===== src/pkg/smrbo_params.svh =====
// Purpose: Constants shared by both ends of the mode-register link.
// Assumes: A 50 MHz pclk on both ends.
// Notes:   Times are in ns; cycle counts derive from them.
`ifndef SMRBO_PARAMS_SVH
`define SMRBO_PARAMS_SVH
`define SMRBO_PCLK_NS        20
`define SMRBO_MA_INFO        8'h00
`define SMRBO_MA_FEAT        8'h01
`define SMRBO_MA_CAL         8'h0a
`define SMRBO_CAL_INIT_OP    8'hff
`define SMRBO_FEAT_RESET     8'h22
`define SMRBO_BL_POS         0
`define SMRBO_BT_POS         3
`define SMRBO_WC_POS         4
`define SMRBO_NWR_POS        5
`define SMRBO_BL4            3'h2
`define SMRBO_BL8            3'h3
`define SMRBO_BL16           3'h4
`define SMRBO_NWR_OFS        4'h2
`define SMRBO_RZQ_SUPPORTED  1'b1
`define SMRBO_DEV_NVM        1'b0
`define SMRBO_RZQ_NONE       2'h0
`define SMRBO_RZQ_SUPPLY     2'h1
`define SMRBO_RZQ_GROUND     2'h2
`define SMRBO_AUTO_INIT_NS   2000
`define SMRBO_CAL_NS         1000
`define SMRBO_AUTO_INIT_CYC  ((`SMRBO_AUTO_INIT_NS + `SMRBO_PCLK_NS - 1) / `SMRBO_PCLK_NS)
`define SMRBO_CAL_CYC        ((`SMRBO_CAL_NS + `SMRBO_PCLK_NS - 1) / `SMRBO_PCLK_NS)
`define SMRBO_CK_HALF        4'h4
`define SMRBO_REG_CMD        12'h000
`define SMRBO_REG_STAT       12'h004
`define SMRBO_CMD_RD_POS     16
`define SMRBO_CMD_MA_POS     8
`define SMRBO_CMD_WD_POS     0
`endif


===== src/pkg/smrbo_pkg.sv =====
// Purpose: Types shared by both ends of the mode-register link.
// Assumes: Nothing beyond the constants header.
// Notes:   Link command codes are left to the tool.
package smrbo_pkg;
   typedef enum logic [1:0] {SMRBO_NOP, SMRBO_MRW, SMRBO_MRR} smrbo_cmd_e;
   typedef enum logic [1:0] {SMRBO_IDLE, SMRBO_SEND, SMRBO_WAIT} smrbo_state_e;
   typedef logic [7:0] smrbo_byte_t;
endpackage


===== src/pkg/smrbo_link_if.sv =====
// Purpose: Mode-register command link between controller and device.
// Assumes: The controller makes ck from pclk; the device samples it with pclk.
// Notes:   Command fields change only while ck is low.
`timescale 1ns/1ps
interface smrbo_link_if;
   import smrbo_pkg::*;
   logic        ck;
   smrbo_cmd_e  cmd;
   smrbo_byte_t addr;
   smrbo_byte_t wdata;
   smrbo_byte_t rdata;
   logic        rtog;
   modport ctrl (output ck, output cmd, output addr, output wdata, input rdata, input rtog);
   modport dev  (input ck, input cmd, input addr, input wdata, output rdata, output rtog);
endinterface


===== src/rtl/smrbo_device.sv =====
// Purpose: Device end: info and feature mode registers, burst order, recovery.
// Assumes: Link inputs are asynchronous to pclk and stable around ck rise.
// Notes:   Commands are taken at synchronised ck rising edges.
`timescale 1ns/1ps
`include "smrbo_params.svh"
////////////////////////////////////////////////////////////////////////////////
// Behaviour
// [RQ1] Feature register at address 01h, write-only.
// [RQ2] Burst length codes 010, 011, 100.
// [RQ3] Type bit 3 interleave, bit 4 no-wrap.
// [RQ4] Recovery codes 001..110 give 3..8 cycles.
// [RQ5] Auto-precharge write starts precharge after recovery.
// [RQ6] Controller programs recovery rounded up.
// [RQ7] Four-beat wrap and no-wrap orders.
// [RQ8] Eight-beat sequential wraps modulo eight.
// [RQ9] Eight-beat interleave is index xor start.
// [RQ10] Controller never uses no-wrap with eight beats.
// [RQ11] Info bit 0 init busy, bit 1 nonvolatile.
// [RQ12] Info bit 2 reads zero.
// [RQ13] Info bits 4:3 report resistor self-test.
// [RQ14] Self-test field updates when calibration completes.
// [RQ15] Pin tied to supply reports 01.
// [RQ16] Results 01/10 force factory trim, ignore calibration.
// [RQ17] Result 11 only means resistor attached.
// [RQ18] Registers reached by read and write commands.
// [RQ19] Writes to info register change nothing.
// [RQ20] Info register at address 00h.
// [RQ21] Reserved bits written and read as zero.
// [RQ22] Controller polls init status before operation.
// [RQ23] Feature register resets to its defaults.
module smrbo_device
(
   input  wire logic                pclk,
   input  wire logic                presetn,
   smrbo_link_if.dev                link,
   input  wire logic [1:0]          calib_sense,
   input  wire logic                burst_start,
   input  wire logic [3:0]          start_col,
   input  wire logic                wr_ap_end,
   output logic      [3:0]          beat_col,
   output logic                     beat_valid,
   output logic                     precharge_go,
   output logic                     factory_trim,
   output logic                     init_busy,
   output smrbo_pkg::smrbo_byte_t   feature
);
   import smrbo_pkg::*;

   typedef struct packed {
      logic        ck_s1;
      logic        ck_s2;
      logic        ck_s3;
      logic [1:0]  cmd_s1;
      logic [1:0]  cmd_s2;
      smrbo_byte_t addr_s1;
      smrbo_byte_t addr_s2;
      smrbo_byte_t wd_s1;
      smrbo_byte_t wd_s2;
      logic [1:0]  cal_s1;
      logic [1:0]  cal_s2;
      smrbo_byte_t feat;
      logic        init_busy;
      logic [7:0]  init_cnt;
      logic [1:0]  calib_resistor_test_info;
      logic        cal_busy;
      logic [7:0]  cal_cnt;
      logic        factory_trim;
      smrbo_byte_t rdata;
      logic        rtog;
      logic        beat_on;
      logic [3:0]  beat_cnt;
      logic [3:0]  beat_base;
      logic [3:0]  beat_col;
      logic        beat_valid;
      logic        wr_on;
      logic [3:0]  wr_cnt;
      logic        precharge_go;
   } smrbo_dev_s;

   smrbo_dev_s r;
   smrbo_dev_s next_r;

   logic       ck_rise;
   logic [3:0] len_mask;
   logic [3:0] seq_col;
   logic [3:0] col_now;
   logic       cmd_mrw;
   logic       cmd_mrr;

   ////////////////////////////////////////////////////////////////////////////
   // Decode of the stored feature fields and the link strobe.
   always_comb
   begin
      ck_rise = r.ck_s2 & ~r.ck_s3;
      cmd_mrw = ck_rise && (smrbo_cmd_e'(r.cmd_s2) == SMRBO_MRW);
      cmd_mrr = ck_rise && (smrbo_cmd_e'(r.cmd_s2) == SMRBO_MRR);
      // Unprogrammed length codes fall back to four beats so order stays defined.
      unique case (r.feat[`SMRBO_BL_POS +: 3])
         `SMRBO_BL8:  len_mask = 4'h7; // RQ2
         `SMRBO_BL16: len_mask = 4'hf; // RQ2
         default:     len_mask = 4'h3; // RQ2
      endcase
      seq_col = ((r.beat_base + r.beat_cnt) & len_mask) | (r.beat_base & ~len_mask);
      if (r.feat[`SMRBO_WC_POS]) // RQ3
         col_now = r.beat_base + r.beat_cnt; // RQ7
      else if (r.feat[`SMRBO_BT_POS] && len_mask != 4'h3) // RQ3
         col_now = r.beat_base ^ r.beat_cnt; // RQ9
      else
         col_now = seq_col; // RQ7 RQ8
   end

   ////////////////////////////////////////////////////////////////////////////
   // Next-state logic for the whole device end.
   always_comb
   begin
      next_r = r;
      next_r.ck_s1 = link.ck;
      next_r.ck_s2 = r.ck_s1;
      next_r.ck_s3 = r.ck_s2;
      next_r.cmd_s1 = link.cmd;
      next_r.cmd_s2 = r.cmd_s1;
      next_r.addr_s1 = link.addr;
      next_r.addr_s2 = r.addr_s1;
      next_r.wd_s1 = link.wdata;
      next_r.wd_s2 = r.wd_s1;
      next_r.cal_s1 = calib_sense;
      next_r.cal_s2 = r.cal_s1;
      next_r.precharge_go = 1'b0;

      // Auto-initialisation runs from reset; the controller must poll it.
      if (r.init_busy)
      begin
         next_r.init_cnt = r.init_cnt - 8'h01;
         if (r.init_cnt == 8'h01)
            next_r.init_busy = 1'b0; // RQ11
      end

      // Writes land only in the feature register; the info register ignores them.
      if (cmd_mrw)
      begin
         if (r.addr_s2 == `SMRBO_MA_FEAT)
            next_r.feat = r.wd_s2; // RQ1 RQ18 RQ19
         // After a fault result the device keeps factory trim and drops calibration.
         if (r.addr_s2 == `SMRBO_MA_CAL && r.wd_s2 == `SMRBO_CAL_INIT_OP
             && !r.factory_trim && !r.cal_busy)
         begin
            next_r.cal_busy = 1'b1; // RQ16
            next_r.cal_cnt = 8'(`SMRBO_CAL_CYC);
         end
      end

      // The info register shows live state; reserved bits and other maps read zero.
      if (cmd_mrr)
      begin
         next_r.rtog = ~r.rtog; // RQ18
         if (r.addr_s2 == `SMRBO_MA_INFO)
            next_r.rdata = {3'h0, r.calib_resistor_test_info, 1'b0, `SMRBO_DEV_NVM, r.init_busy}; // RQ11 RQ12 RQ13 RQ20 RQ21
         else
            next_r.rdata = 8'h00;
      end

      // Self-test result is taken from the pin sense at calibration end.
      // A code of 11 only says a resistor is present, not that it is in tolerance.
      if (r.cal_busy)
      begin
         next_r.cal_cnt = r.cal_cnt - 8'h01;
         if (r.cal_cnt == 8'h01)
         begin
            next_r.cal_busy = 1'b0;
            if (`SMRBO_RZQ_SUPPORTED)
            begin
               next_r.calib_resistor_test_info = r.cal_s2; // RQ14 RQ15 RQ17
               if (r.cal_s2 == `SMRBO_RZQ_SUPPLY || r.cal_s2 == `SMRBO_RZQ_GROUND)
                  next_r.factory_trim = 1'b1; // RQ16
            end
         end
      end

      // Burst column sequencer, one column per pclk.
      next_r.beat_valid = r.beat_on;
      next_r.beat_col = col_now;
      if (r.beat_on)
      begin
         next_r.beat_cnt = r.beat_cnt + 4'h1;
         if (r.beat_cnt == len_mask)
            next_r.beat_on = 1'b0;
      end
      if (burst_start)
      begin
         next_r.beat_on = 1'b1;
         next_r.beat_cnt = 4'h0;
         next_r.beat_base = {start_col[3:1], 1'b0}; // RQ7
      end

      // Recovery counts link clocks from the last write beat to precharge start.
      if (r.wr_on && ck_rise)
      begin
         next_r.wr_cnt = r.wr_cnt - 4'h1;
         if (r.wr_cnt == 4'h1)
         begin
            next_r.wr_on = 1'b0;
            next_r.precharge_go = 1'b1; // RQ5
         end
      end
      if (wr_ap_end)
      begin
         next_r.wr_on = 1'b1;
         next_r.wr_cnt = {1'b0, r.feat[`SMRBO_NWR_POS +: 3]} + `SMRBO_NWR_OFS; // RQ4 RQ5
      end
   end

   ////////////////////////////////////////////////////////////////////////////
   // State register; reset loads the feature defaults and starts initialisation.
   always_ff @(posedge pclk or negedge presetn)
   begin
      if (!presetn)
      begin
         r <= '0;
         r.feat <= `SMRBO_FEAT_RESET; // RQ23
         r.init_busy <= 1'b1;
         r.init_cnt <= 8'(`SMRBO_AUTO_INIT_CYC);
      end
      else
         r <= next_r;
   end

   assign link.rdata = r.rdata;
   assign link.rtog = r.rtog;
   assign beat_col = r.beat_col;
   assign beat_valid = r.beat_valid;
   assign precharge_go = r.precharge_go;
   assign factory_trim = r.factory_trim;
   assign init_busy = r.init_busy;
   assign feature = r.feat;
endmodule


===== src/flat_wrapper.sv =====
// flat-port wrapper written by rule: the top's interface ports become plain ports
module smrbo_device_flat import smrbo_pkg::*;
  (pclk, presetn, calib_sense, burst_start, start_col, wr_ap_end, beat_col, beat_valid, precharge_go, factory_trim, init_busy, feature, link_ck, link_cmd, link_addr, link_wdata, link_rdata, link_rtog);
  smrbo_link_if link_i ();
  input  wire logic pclk;
  input  wire logic presetn;
  input  wire logic [1:0] calib_sense;
  input  wire logic burst_start;
  input  wire logic [3:0] start_col;
  input  wire logic wr_ap_end;
  output logic      [3:0] beat_col;
  output logic beat_valid;
  output logic precharge_go;
  output logic factory_trim;
  output logic init_busy;
  output smrbo_pkg::smrbo_byte_t feature;
  input wire logic [$bits(link_i.ck)-1:0] link_ck;
  input wire logic [$bits(link_i.cmd)-1:0] link_cmd;
  input wire logic [$bits(link_i.addr)-1:0] link_addr;
  input wire logic [$bits(link_i.wdata)-1:0] link_wdata;
  output wire logic [$bits(link_i.rdata)-1:0] link_rdata;
  output wire logic [$bits(link_i.rtog)-1:0] link_rtog;
  assign link_i.ck = link_ck;
  assign link_i.cmd = link_cmd;
  assign link_i.addr = link_addr;
  assign link_i.wdata = link_wdata;
  assign link_rdata = link_i.rdata;
  assign link_rtog = link_i.rtog;
  smrbo_device u_core (.pclk(pclk), .presetn(presetn), .link(link_i), .calib_sense(calib_sense), .burst_start(burst_start), .start_col(start_col), .wr_ap_end(wr_ap_end), .beat_col(beat_col), .beat_valid(beat_valid), .precharge_go(precharge_go), .factory_trim(factory_trim), .init_busy(init_busy), .feature(feature));
endmodule

===== config.mk =====
export PLATFORM = sky130hd
export DESIGN_NAME = smrbo_device_flat
export DESIGN_NICKNAME = d
export VERILOG_FILES = /design/src/pkg/smrbo_pkg.sv /design/src/pkg/smrbo_link_if.sv /design/src/rtl/smrbo_device.sv /design/src/flat_wrapper.sv
export VERILOG_INCLUDE_DIRS = /design/src /design/src/pkg
export SDC_FILE = /design/constraint.sdc
export NUM_CORES = 1
export LEC_CHECK = 0
export ABC_AREA = 0
export BUFFER_PORTS_ARGS = -buffer_cell sky130_fd_sc_hd__buf_2
export CORE_ASPECT_RATIO = 0.9
export CORE_UTILIZATION = 52
export CTS_CLUSTER_DIAMETER = 60
export DETAILED_ROUTE_END_ITERATION = 10
export PLACE_DENSITY = 0.7
export SETUP_SLACK_MARGIN = 0.5
export SKIP_LAST_GASP = 1
export SLEW_MARGIN = 40
export SYNTH_ARGS = -nofsm -noshare
export SYNTH_HDL_FRONTEND = slang
export SYNTH_SLANG_ARGS = --single-unit

===== constraint.sdc =====
create_clock -name pclk -period 2.1 [get_ports pclk]
set_clock_uncertainty 0.15 [all_clocks]
set_input_delay 0.21 -clock pclk [delete_from_list [all_inputs] [get_ports pclk]]
set_output_delay 0.21 -clock pclk [all_outputs]
set_load 0.005 [all_outputs]

==> impl_results.md, run 1 <==
- Status: complete, no violations
- Synth area leader: dfrtp_1
- Number of global-route vias before repair: ~2200
- Compound-cell area share of the yosys netlist: ~6.0%
- Max_cap viols: 0
- CTS Buffer Depth: 2
- GPL Wtd Cong: just under 0.8
- Crit-path cells: ha_2, fa_2, a21o_1, a31oi_1, a31oi_1, xor2_1
- Final instance area: 4630 sq um
- Max Slew Vio Count: 0
- CP startpoint kind: flip-flop
- Synth warn: 0
- Worst min path class: input pin to async pin
- Crit end category: flip-flop
- Share of cells above drive strength 1: between 30% and 40%
- PwrDens: between 700 and 800 nW/um^2
- Final worst-path cycle share: 85.7%
- Routed len/inst: 13.6 um
- Syn Inst Count: ~270
- Power, Total: roughly 3.4 mW
- Die width: between 90 and 100 um
- Largest net degree at the start of global routing: 42
- Chip height: between 80 and 90 um
- Achievable frequency: 0.556 GHz
- Initial antenna violation count: 0
- Post-Syn Area per Cell: about 14 sq um
- Sequential area share after synthesis: about 64%
- Gr usage total: between 15 and 20%
- Asr flop ratio synth: 100%
- H-Tree Depth: 3
- Largest family of logic cells by synthesized area: simple AND/OR/NAND/NOR gates
- Critical path's most frequent cell: a31oi_1
- Multiplexer area fraction after synthesis: roughly 5.3%
- Row count: 28
- Fill cells: roughly 480
- Initial Util: 55.2%
- Kind of critical path: flip-flop to flip-flop
- Core ar.: 6730 sq um
- GRT Residual Overflow: 0
- # IOs: 54
- Total wire length: about 6100 um
- Synth cell types: 50
- Slowest cell on crit path: dfrtp_1
- Post-route ant nets: 0
- Cell Area, Synth: roughly 3700 sq um
- Xor/xnor cell area share of the yosys netlist: 4.25%
- Most common cell after layout, fill and taps aside: dfrtp_1
- Final hold viol count: 0
- Yosys reg bits: 95
- Nets: roughly 400
- Vias per Instance: 5.02
- Setup TNS: 0 ps
- Crit path max fanout: 3
- Post-synth top area share: between 60% and 70%
- Max incr delay on CP: around 400 ps
- Clk_lat worst skew: roughly 350 ps
- Max VDD drop: between 0.5 and 0.6 mV
- Most frequent cells in the layout: dfrtp_1 (89), buf_2 (46), dlygate4sd3_1 (27)
- DRT Pass-1 Iters: 4
- Primary FF master, synth: dfrtp_1
- Vias: between 2000 and 2500
- Sink Count: 95
- # setup viols final: 0
- Port Buffers: 47
- Fraction of the mapped netlist area in simple logic gates: between 10% and 20%
- DIE AREA: 7480 sq um
- Leak: between 2 and 2.5 nW
- Adder-Cell Fraction of Synth Area: roughly 3.9%
- Min cycle time layout: about 1800 ps
- Area grow syn2layout: 24.7%
- Initial DRC count: 91
- Ant. Diodes: 0
- CP required: 2190 ps
- Crit path DAT: approximately 1900 ps
- First-pass GRT wire length: just under 10000 um
- Cell Area, Placed: between 3000 and 4000 sq um
- Unrepaired setup endpoints after global routing: true
- Largest cells by area after synthesis: dfrtp_1 (60%), dfstp_2 (4.2%), buf_4 (4.0%)
- Number of remaining DRC errors: 0
- Clock Tree Root: clkbuf_8
- CTS tree: built
- CTS Buf Count: 9
- DP Wirelength: a little under 4000 um
- Clk slew on worst S/H paths: 100 ps
- Post-synth EDFFs: 0
## flip-flops by register name, indices dropped and copies added, names as in the netlist
name,count
u_core.factory_trim,1
u_core.beat_col,4
u_core.link.rdata,3
u_core.feature,8
u_core.next_r,23
u_core.init_busy,1
u_core.beat_valid,1
u_core.precharge_go,1
u_core.link.rtog,1
u_core.r,52
## cell usage after synthesis (2+ instances only)
master and number:
nor4b_1 2, nand3_1 5, a31oi_1 2, nand4b_1 2, inv_1 9, a21oi_1 5, or2_2 4, xor2_1 11
mux2i_1 2, nor4_1 2, clkbuf_1 3, mux2_2 5, o21bai_1 3, a22o_1 3, a21o_1 2, o22a_1 2
dfstp_2 6, o21a_1 2, dfrtp_1 89, ha_1 10, nor3b_1 2, buf_4 20, nand3b_1 3, nor3_1 4
mux2_4 8, o21ai_0 10, xnor2_1 7, nand2_1 14, nor2_1 14
## worst max-delay path, delay by kind of cell (launching register included)
| family | cells | cell delay [ps] |
|---|---|---|
| AO/OA/AOI/OAI | 3 | 420 |
| XOR/XNOR | 1 | 150 |
| adder cells (fa/ha/maj) | 2 | 560 |
| flip-flops | 1 | 400 |
## report_power, final
part           total [mW]  switching [mW]  internal, mW  leakage, nW
sequential           1.98          0.0587          1.92         1.17
clock                1.14           0.672         0.467       0.0970
combinational       0.266           0.116         0.150        0.962
total                3.39           0.847          2.54         2.23
## per-layer routing
layer	wire, um	part of all wire (%)	global-route usage, %	vias to the layer above
li1	-	-	-	1067
met1	2740	45	22.1	1107
met2	3020	50	29.2	63
met3	248	4.1	5.31	12
met4	74	1.2	5.24	0
met5	0	0	0	-
## timing repair
action,in CTS,in global routing
resized for setup,12,14
pin swaps,7,9
endpoints found under the hold margin,96,0
hold buffers,27,0
setup buffers,8,4
setup endpoints to repair,25,25
## kinds of logic (layout without fill, tap and decap cells)
kind of cell | after synthesis | count (layout)
multiplexers | 15 | 15
adder cells (fa/ha/maj) | 11 | 11
buffers and inverters | 34 | 116
AND/OR/NAND/NOR | 65 | 65
AO/OA/AOI/OAI | 33 | 33
XOR/XNOR | 18 | 18
other | 1 | 5
flip-flops | 95 | 95
## metrics by stage
step / cells / hold WS [ps] / setup slack, ps / utilization [%]
2_1_floorplan: 276 / -236 / 337 / -
3_3_place_gp: 393 / 18.2 / 197 / 58.9
3_5_place_dp: 393 / 14.2 / 158 / 58.9
4_1_cts: 444 / 169 / 321 / 67.3
5_1_grt: 448 / 201 / 232 / 68.8
6_report: 448 / 169 / 301 / 68.8
## final cells by class
cell class	instances	area (sq um)	share of cell area, %
inverters	9	33.8	0.730
multi-input cells	147	1250	27.0
well taps	90	113	2.43
clock inverters	7	72.6	1.57
clock buffers	9	124	2.68
flip-flops and latches	95	2380	51.5
repair buffers	91	652	14.1
## final timing paths
kind	from	end	slack, ps	cells after the start
worst min-delay path	presetn	u_core.precharge_go	170	2
worst max register to register	u_core.r[16]	u_core.beat_col[3]	300	6
worst min register to register	u_core.next_r[67]	u_core.r[67]	210	0
max in group asynchronous	presetn	u_core.r[80]	990	3
worst max-delay path	u_core.r[16]	u_core.beat_col[3]	300	6
min in group pclk	u_core.next_r[67]	u_core.r[67]	210	0
(Power assumes the default switching activity.)
==> run 2: changes to the inputs <==
==> constraint.sdc (replaced) <==
create_clock -name pclk -period 1.68 [get_ports pclk]
set_clock_uncertainty 0.15 [all_clocks]
set_input_delay 0.168 -clock pclk [delete_from_list [all_inputs] [get_ports pclk]]
set_output_delay 0.168 -clock pclk [all_outputs]
set_load 0.005 [all_outputs]
==> run 2 against run 1 <==
Net effect: the flow now finishes with violations (setup timing); combinational power up 95%; hold slack worse by 51 ps; worst setup slack lost 410 ps; clock-buffer cell count stayed put.
==> impl_results.md, run 2 (synthesized netlist as in run 1, its figures left out) <==
- Crit path DAT: 1880 ps (about the same)
- DP Wirelength: 3990 um (+2.3%)
- Achievable frequency: 0.558 GHz (+0.48%)
- Chip height: 82.1 um (unchanged)
- CP Launch Point: u_core.r[78]
- Reg-to-reg slack, setup: -110 ps (-410 ps)
- CTS Buf Count: 9 (unchanged)
- Clock Tree Root: clkbuf_8
- Reg-to-reg startpoint: u_core.r[78]
- Largest net degree at the start of global routing: 32 (-24%)
- Worst min path class: input pin to async pin
- Vias per Instance: 4.90 (-2.5%)
- Unrepaired setup endpoints after global routing: true
- End of the worst register-to-register path: u_core.r[32]
- Number of remaining DRC errors: 0 (unchanged)
- CP required: 1770 ps (-420 ps)
- PwrDens: 862 nW/um^2 (+18%)
- Worst setup slack after layout: -111 ps (-411 ps)
- Share of cells above drive strength 1: 47.1% (+13 points)
- Max VDD drop: 0.883 mV (+62%)
- Initial Util: 55.2% (unchanged)
- CP startpoint kind: flip-flop
- Vias: 2394 (+6.4%)
- Row count: 28 (unchanged)
- Gr usage total: 19.4% (+2.1 points)
- Post-Layout Cell Count: 489 (+9.2%)
- # setup viols final: 15 (+15)
- DIE AREA: 7480 sq um (unchanged)
- DRT Pass-1 Iters: 4 (unchanged)
- Crit end category: flip-flop
- H-Tree Depth: 3 (unchanged)
- Crit-path cells: nand4bb_1, or4_4, o311ai_2, o21ai_1
- First-pass GRT wire length: 10800 um (+9.4%)
- Max Slew Vio Count: 0 (unchanged)
- R2R cell count: 4 (-2)
- Nets: 434 (+10%)
- Port Buffers: 47 (unchanged)
- Max incr delay on CP: 570 ps (+170 ps)
- GPL Wtd Cong: 0.737 (-5.2%)
- Area grow syn2layout: 39.1%
- Total wire length: 7100 um (+17%)
- Routed len/inst: 14.5 um (+6.9%)
- DP Worst Slack: -190 ps (-348 ps)
- Ant. Diodes: 0 (unchanged)
- Slowest cell on crit path: or4_4
- Most frequent cells in the layout: dfrtp_1 (87), buf_2 (43), buf_4 (43)
- Core ar.: 6730 sq um (unchanged)
- Die width: 91.1 um (unchanged)
- Post-route ant nets: 0 (unchanged)
- Most common cell after layout, fill and taps aside: dfrtp_1
- CTS Buffer Depth: 2 (unchanged)
- Largest register FFs: 52 (unchanged)
- Stages on the worst setup path: 4 (-2)
- Crit path max fanout: 4 (+1)
- # IOs: 54 (unchanged)
- Sink Count: 95 (unchanged)
- Violated checks: setup timing
- Final Core Density: 76.7% (+8.0 points)
- Final hold viol count: 0 (unchanged)
- Top delay family on crit path: simple AND/OR/NAND/NOR gates
- Min cycle time layout: 1790 ps (-8.60 ps)
- GRT Residual Overflow: 0 (unchanged)
- Final worst-path cycle share: 107% (+21 points)
- Initial antenna violation count: 0 (unchanged)
- Reg with most FFs: u_core.r
- Kind of critical path: flip-flop to flip-flop
- Status: finished, violations left
- CTS tree: built
- Inst Count DP: 410 (+4.3%)
- Number of global-route vias before repair: 2290 (+4.3%)
- Leak: 2.49 nW (+12%)
- Clk_lat worst skew: 370 ps (+20 ps)
- Max_cap viols: 0 (unchanged)
- Clk slew on worst S/H paths: 100 ps (about the same)
- Initial DRC count: 79 (-13%)
- CP bufs+invs: 0 (unchanged)
## run 2: worst reg2reg max path, cell delays in order, from the launching register on
cell and delay, ps:
dfrtp_1 390, nand4bb_1 190, or4_4 570, o311ai_2 250, o21ai_1 120
## run 2: area by class of cell
cell class,instances,area [sq um]
flip-flops and latches,95,2390
fillers,411,1560
multi-input cells,147,1400
repair buffers,132,1030
clock buffers,9,124
well taps,90,113
clock inverters,7,72.6
inverters,9,33.8
## run 2: report_power, final
part           internal (mW)  switching [mW]  leakage [nW]
clock                  0.589           0.869         0.103
combinational          0.309           0.209          1.22
sequential              2.40          0.0703          1.16
total                   3.30            1.15          2.49
## run 2: how the worst max path moves through the flow
stage | endpoint | slack (ps)
2_1_floorplan | u_core.feature[0] | -80
3_3_place_gp | u_core.feature[3] | -160
3_5_place_dp | u_core.feature[3] | -190
4_1_cts | u_core.r[34] | -120
5_1_grt | u_core.beat_col[3] | -170
6_report | u_core.r[32] | -110
## run 2: what timing repair did
action	4_1_cts	5_1_grt
endpoints found under the setup margin	61	65
gates resized for setup	38	25
hold buffers	27	0
buffers inserted	26	10
endpoints found under the hold margin	129	0
pin swaps	29	18
## run 2: layer usage
metal,share of wire (%),GRT usage [%],up-vias
li1,-,-,1147
met1,45,24.5,1178
met2,49,32.3,59
met3,3.9,6.23,10
met4,1.2,6.83,0
met5,0,0,-
## run 2: metrics by stage
stage | power (mW) | hold WS (ps) | setup TNS, ps | cell area [sq um]
finish | 4.45 | 118 | -1080 | 5160
global route | 4.65 | 130 | -2240 | 5160
CTS | 4.40 | 118 | -1140 | 4970
detailed placement | 2.83 | -20.4 | -2080 | 4160
global placement | 2.82 | -20.7 | -1580 | 4160
floorplan | 2.68 | -278 | -652 | 3820
==> run 3: changes to the inputs <==
--- a/config.mk
+++ b/config.mk
@@ -14,6 +14,7 @@
 export DETAILED_ROUTE_END_ITERATION = 10
 export PLACE_DENSITY = 0.7
 export SETUP_SLACK_MARGIN = 0.5
+export SKIP_CTS_REPAIR_TIMING = 1
 export SKIP_LAST_GASP = 1
 export SLEW_MARGIN = 40
 export SYNTH_ARGS = -nofsm -noshare
==> run 3 against run 2 <==
Net effect: critical endpoint is now u_core.r[34]; flip-flop and latch count is the same; power down 2.4%; the run still ends with setup timing left; utilization decreased by 2.3 points; die area did not move; first-iteration DRC count up 25%; register-to-register slack about the same; largest power group unchanged.
==> impl_results.md, run 3 (synthesized netlist as in run 1, its figures left out) <==
- Status: finished, violations left
- Violated checks: setup timing
- Crit end category: flip-flop
- Initial antenna violation count: 0 (unchanged)
- Reg-to-reg slack, setup: -120 ps (about the same)
- H-Tree Depth: 3 (unchanged)
- Routed len/inst: 14.3 um (-1.7%)
- Number of global-route vias before repair: 1895 (-17%)
- Top delay family on crit path: simple AND/OR/NAND/NOR gates
- Sink Count: 95 (unchanged)
- Largest register FFs: 52 (unchanged)
- PwrDens: 867 nW/um^2 (+0.60%)
- CP required: 1820 ps (+50 ps)
- Kind of critical path: flip-flop to flip-flop
- Ant. Diodes: 0 (unchanged)
- M3 GR Usage: 6.14% (-0.092 points)
- Hold Crit Depth: 2
- Nets: 418 (-3.7%)
- Cell Area, Placed: 4160 sq um (unchanged)
- CTS tree: built
- Worst setup slack after layout: -125 ps (-14.0 ps)
- Hold WS: 11.5 ps (-107 ps)
- Min cycle time layout: 1800 ps (+14.0 ps)
- Reg with most FFs: u_core.r
- R2R cell count: 4 (unchanged)
- Final instance area: 5010 sq um (-3.0%)
- First-pass GRT wire length: 8980 um (-17%)
- Reg-to-reg startpoint: u_core.r[78]
- Largest net degree at the start of global routing: 32 (unchanged)
- Initial DRC count: 99 (+25%)
- Max incr delay on CP: 550 ps (-20 ps)
- Crit path max fanout: 4 (unchanged)
- Total wire length: 6750 um (-4.9%)
- Final hold viol count: 0 (unchanged)
- Clk slew on worst S/H paths: 100 ps (about the same)
- GRT Residual Overflow: 0 (unchanged)
- DRT Pass-1 Iters: 4 (unchanged)
- Achievable frequency: 0.554 GHz (-0.78%)
- Slowest cell on crit path: or4_4
- Port Buffers: 47 (unchanged)
- Final worst-path cycle share: 107% (+0.83 points)
- Core ar.: 6730 sq um (unchanged)
- Post-Layout Cell Count: 473 (-3.3%)
- CTS Buf Count: 9 (unchanged)
- GPL Wtd Cong: 0.737 (unchanged)
- Gr usage total: 16.1% (-3.3 points)
- Final Core Density: 74.5% (-2.3 points)
- Inst Count DP: 410 (unchanged)
- GR Util met1: 22.2% (-2.3 points)
- Vias per Instance: 4.84 (-1.1%)
- M2 GR Usage: 23.6% (-8.7 points)
- Max_cap viols: 0 (unchanged)
- Crit path DAT: 1950 ps (+70 ps)
- Initial Util: 55.2% (unchanged)
- Number of remaining DRC errors: 0 (unchanged)
- Row count: 28 (unchanged)
- CP startpoint kind: flip-flop
- CP bufs+invs: 0 (unchanged)
- Most frequent cells in the layout: dfrtp_1 (85), buf_2 (43), buf_4 (31)
- Setup TNS: -1120 ps (-44.0 ps)
- Unrepaired setup endpoints after global routing: true
- Stages on the worst setup path: 4 (unchanged)
- Most common cell after layout, fill and taps aside: dfrtp_1
- Post-route ant nets: 0 (unchanged)
- GR peak layer: met2
- Max Slew Vio Count: 0 (unchanged)
- Min-delay src: burst_start
- Clock Tree Root: clkbuf_8
- Share of cells above drive strength 1: 44.9% (-2.2 points)
- Leak: 2.39 nW (-3.9%)
- Die width: 91.1 um (unchanged)
- # setup viols final: 17 (+2)
- Clk_lat worst skew: 360 ps (about the same)
- Worst min path class: input pin to flip-flop
- Chip height: 82.1 um (unchanged)
- CTS Buffer Depth: 2 (unchanged)
- DIE AREA: 7480 sq um (unchanged)
- Area grow syn2layout: 35.0%
- # IOs: 54 (unchanged)
- Crit-path cells: nand4bb_1, or4_4, o31a_2, a21oi_2
- CP Launch Point: u_core.r[78]
- Vias: 2290 (-4.3%)
- DP Wirelength: 3990 um (unchanged)
- Max VDD drop: 0.779 mV (-12%)
run 3: cell count changes in the layout (fill, tap and decap cells not counted), sizes merged:
cell	before	now
buf	105	88
dlygate4sd3	27	28
run 3: report_power, final:
part / internal, mW / switching, mW / total, mW
Clock: 0.589 / 0.864 / 1.45
Combinational: 0.238 / 0.177 / 0.416
Sequential: 2.40 / 0.0729 / 2.48
run 3: layout make-up:
| type | instances | area, sq um |
|---|---|---|
| Tap cell | 90 | 113 |
| Inverter | 9 | 33.8 |
| Sequential cell | 95 | 2390 |
| Multi-Input combinational cell | 147 | 1370 |
| Timing Repair Buffer | 116 | 903 |
| Fill cell | 430 | 1720 |
| Clock inverter | 7 | 72.6 |
| Clock buffer | 9 | 124 |
run 3: path summary, 6_finish.rpt:
kind / end
max in group asynchronous: u_core.r[62]
setup / recovery: u_core.r[34]
setup reg to reg: u_core.r[34]
min in group asynchronous: u_core.r[35]
hold / removal: u_core.r[14]
hold reg to reg: u_core.next_r[98]
run 3: worst reg2reg max path, stage by stage (launching register included):
cell	delay [ps]
dfrtp_1	400
nand4bb_1	180
or4_4	550
o31a_2	350
a21oi_2	100
run 3: metrics by stage:
stage / total power [mW] / worst slack, ps
after global routing: 4.55 / -190
after floorplan: 2.68 / -82.6
after detailed placement: 2.83 / -190
after global placement: 2.82 / -162
final: 4.35 / -125
after CTS: 4.29 / -211
run 3: per-layer routing:
layer | vias to the layer above | routed length, um
met5 | - | 0
met4 | 0 | 68
met3 | 8 | 280
met2 | 61 | 3260
met1 | 1108 | 3140
li1 | 1113 | -
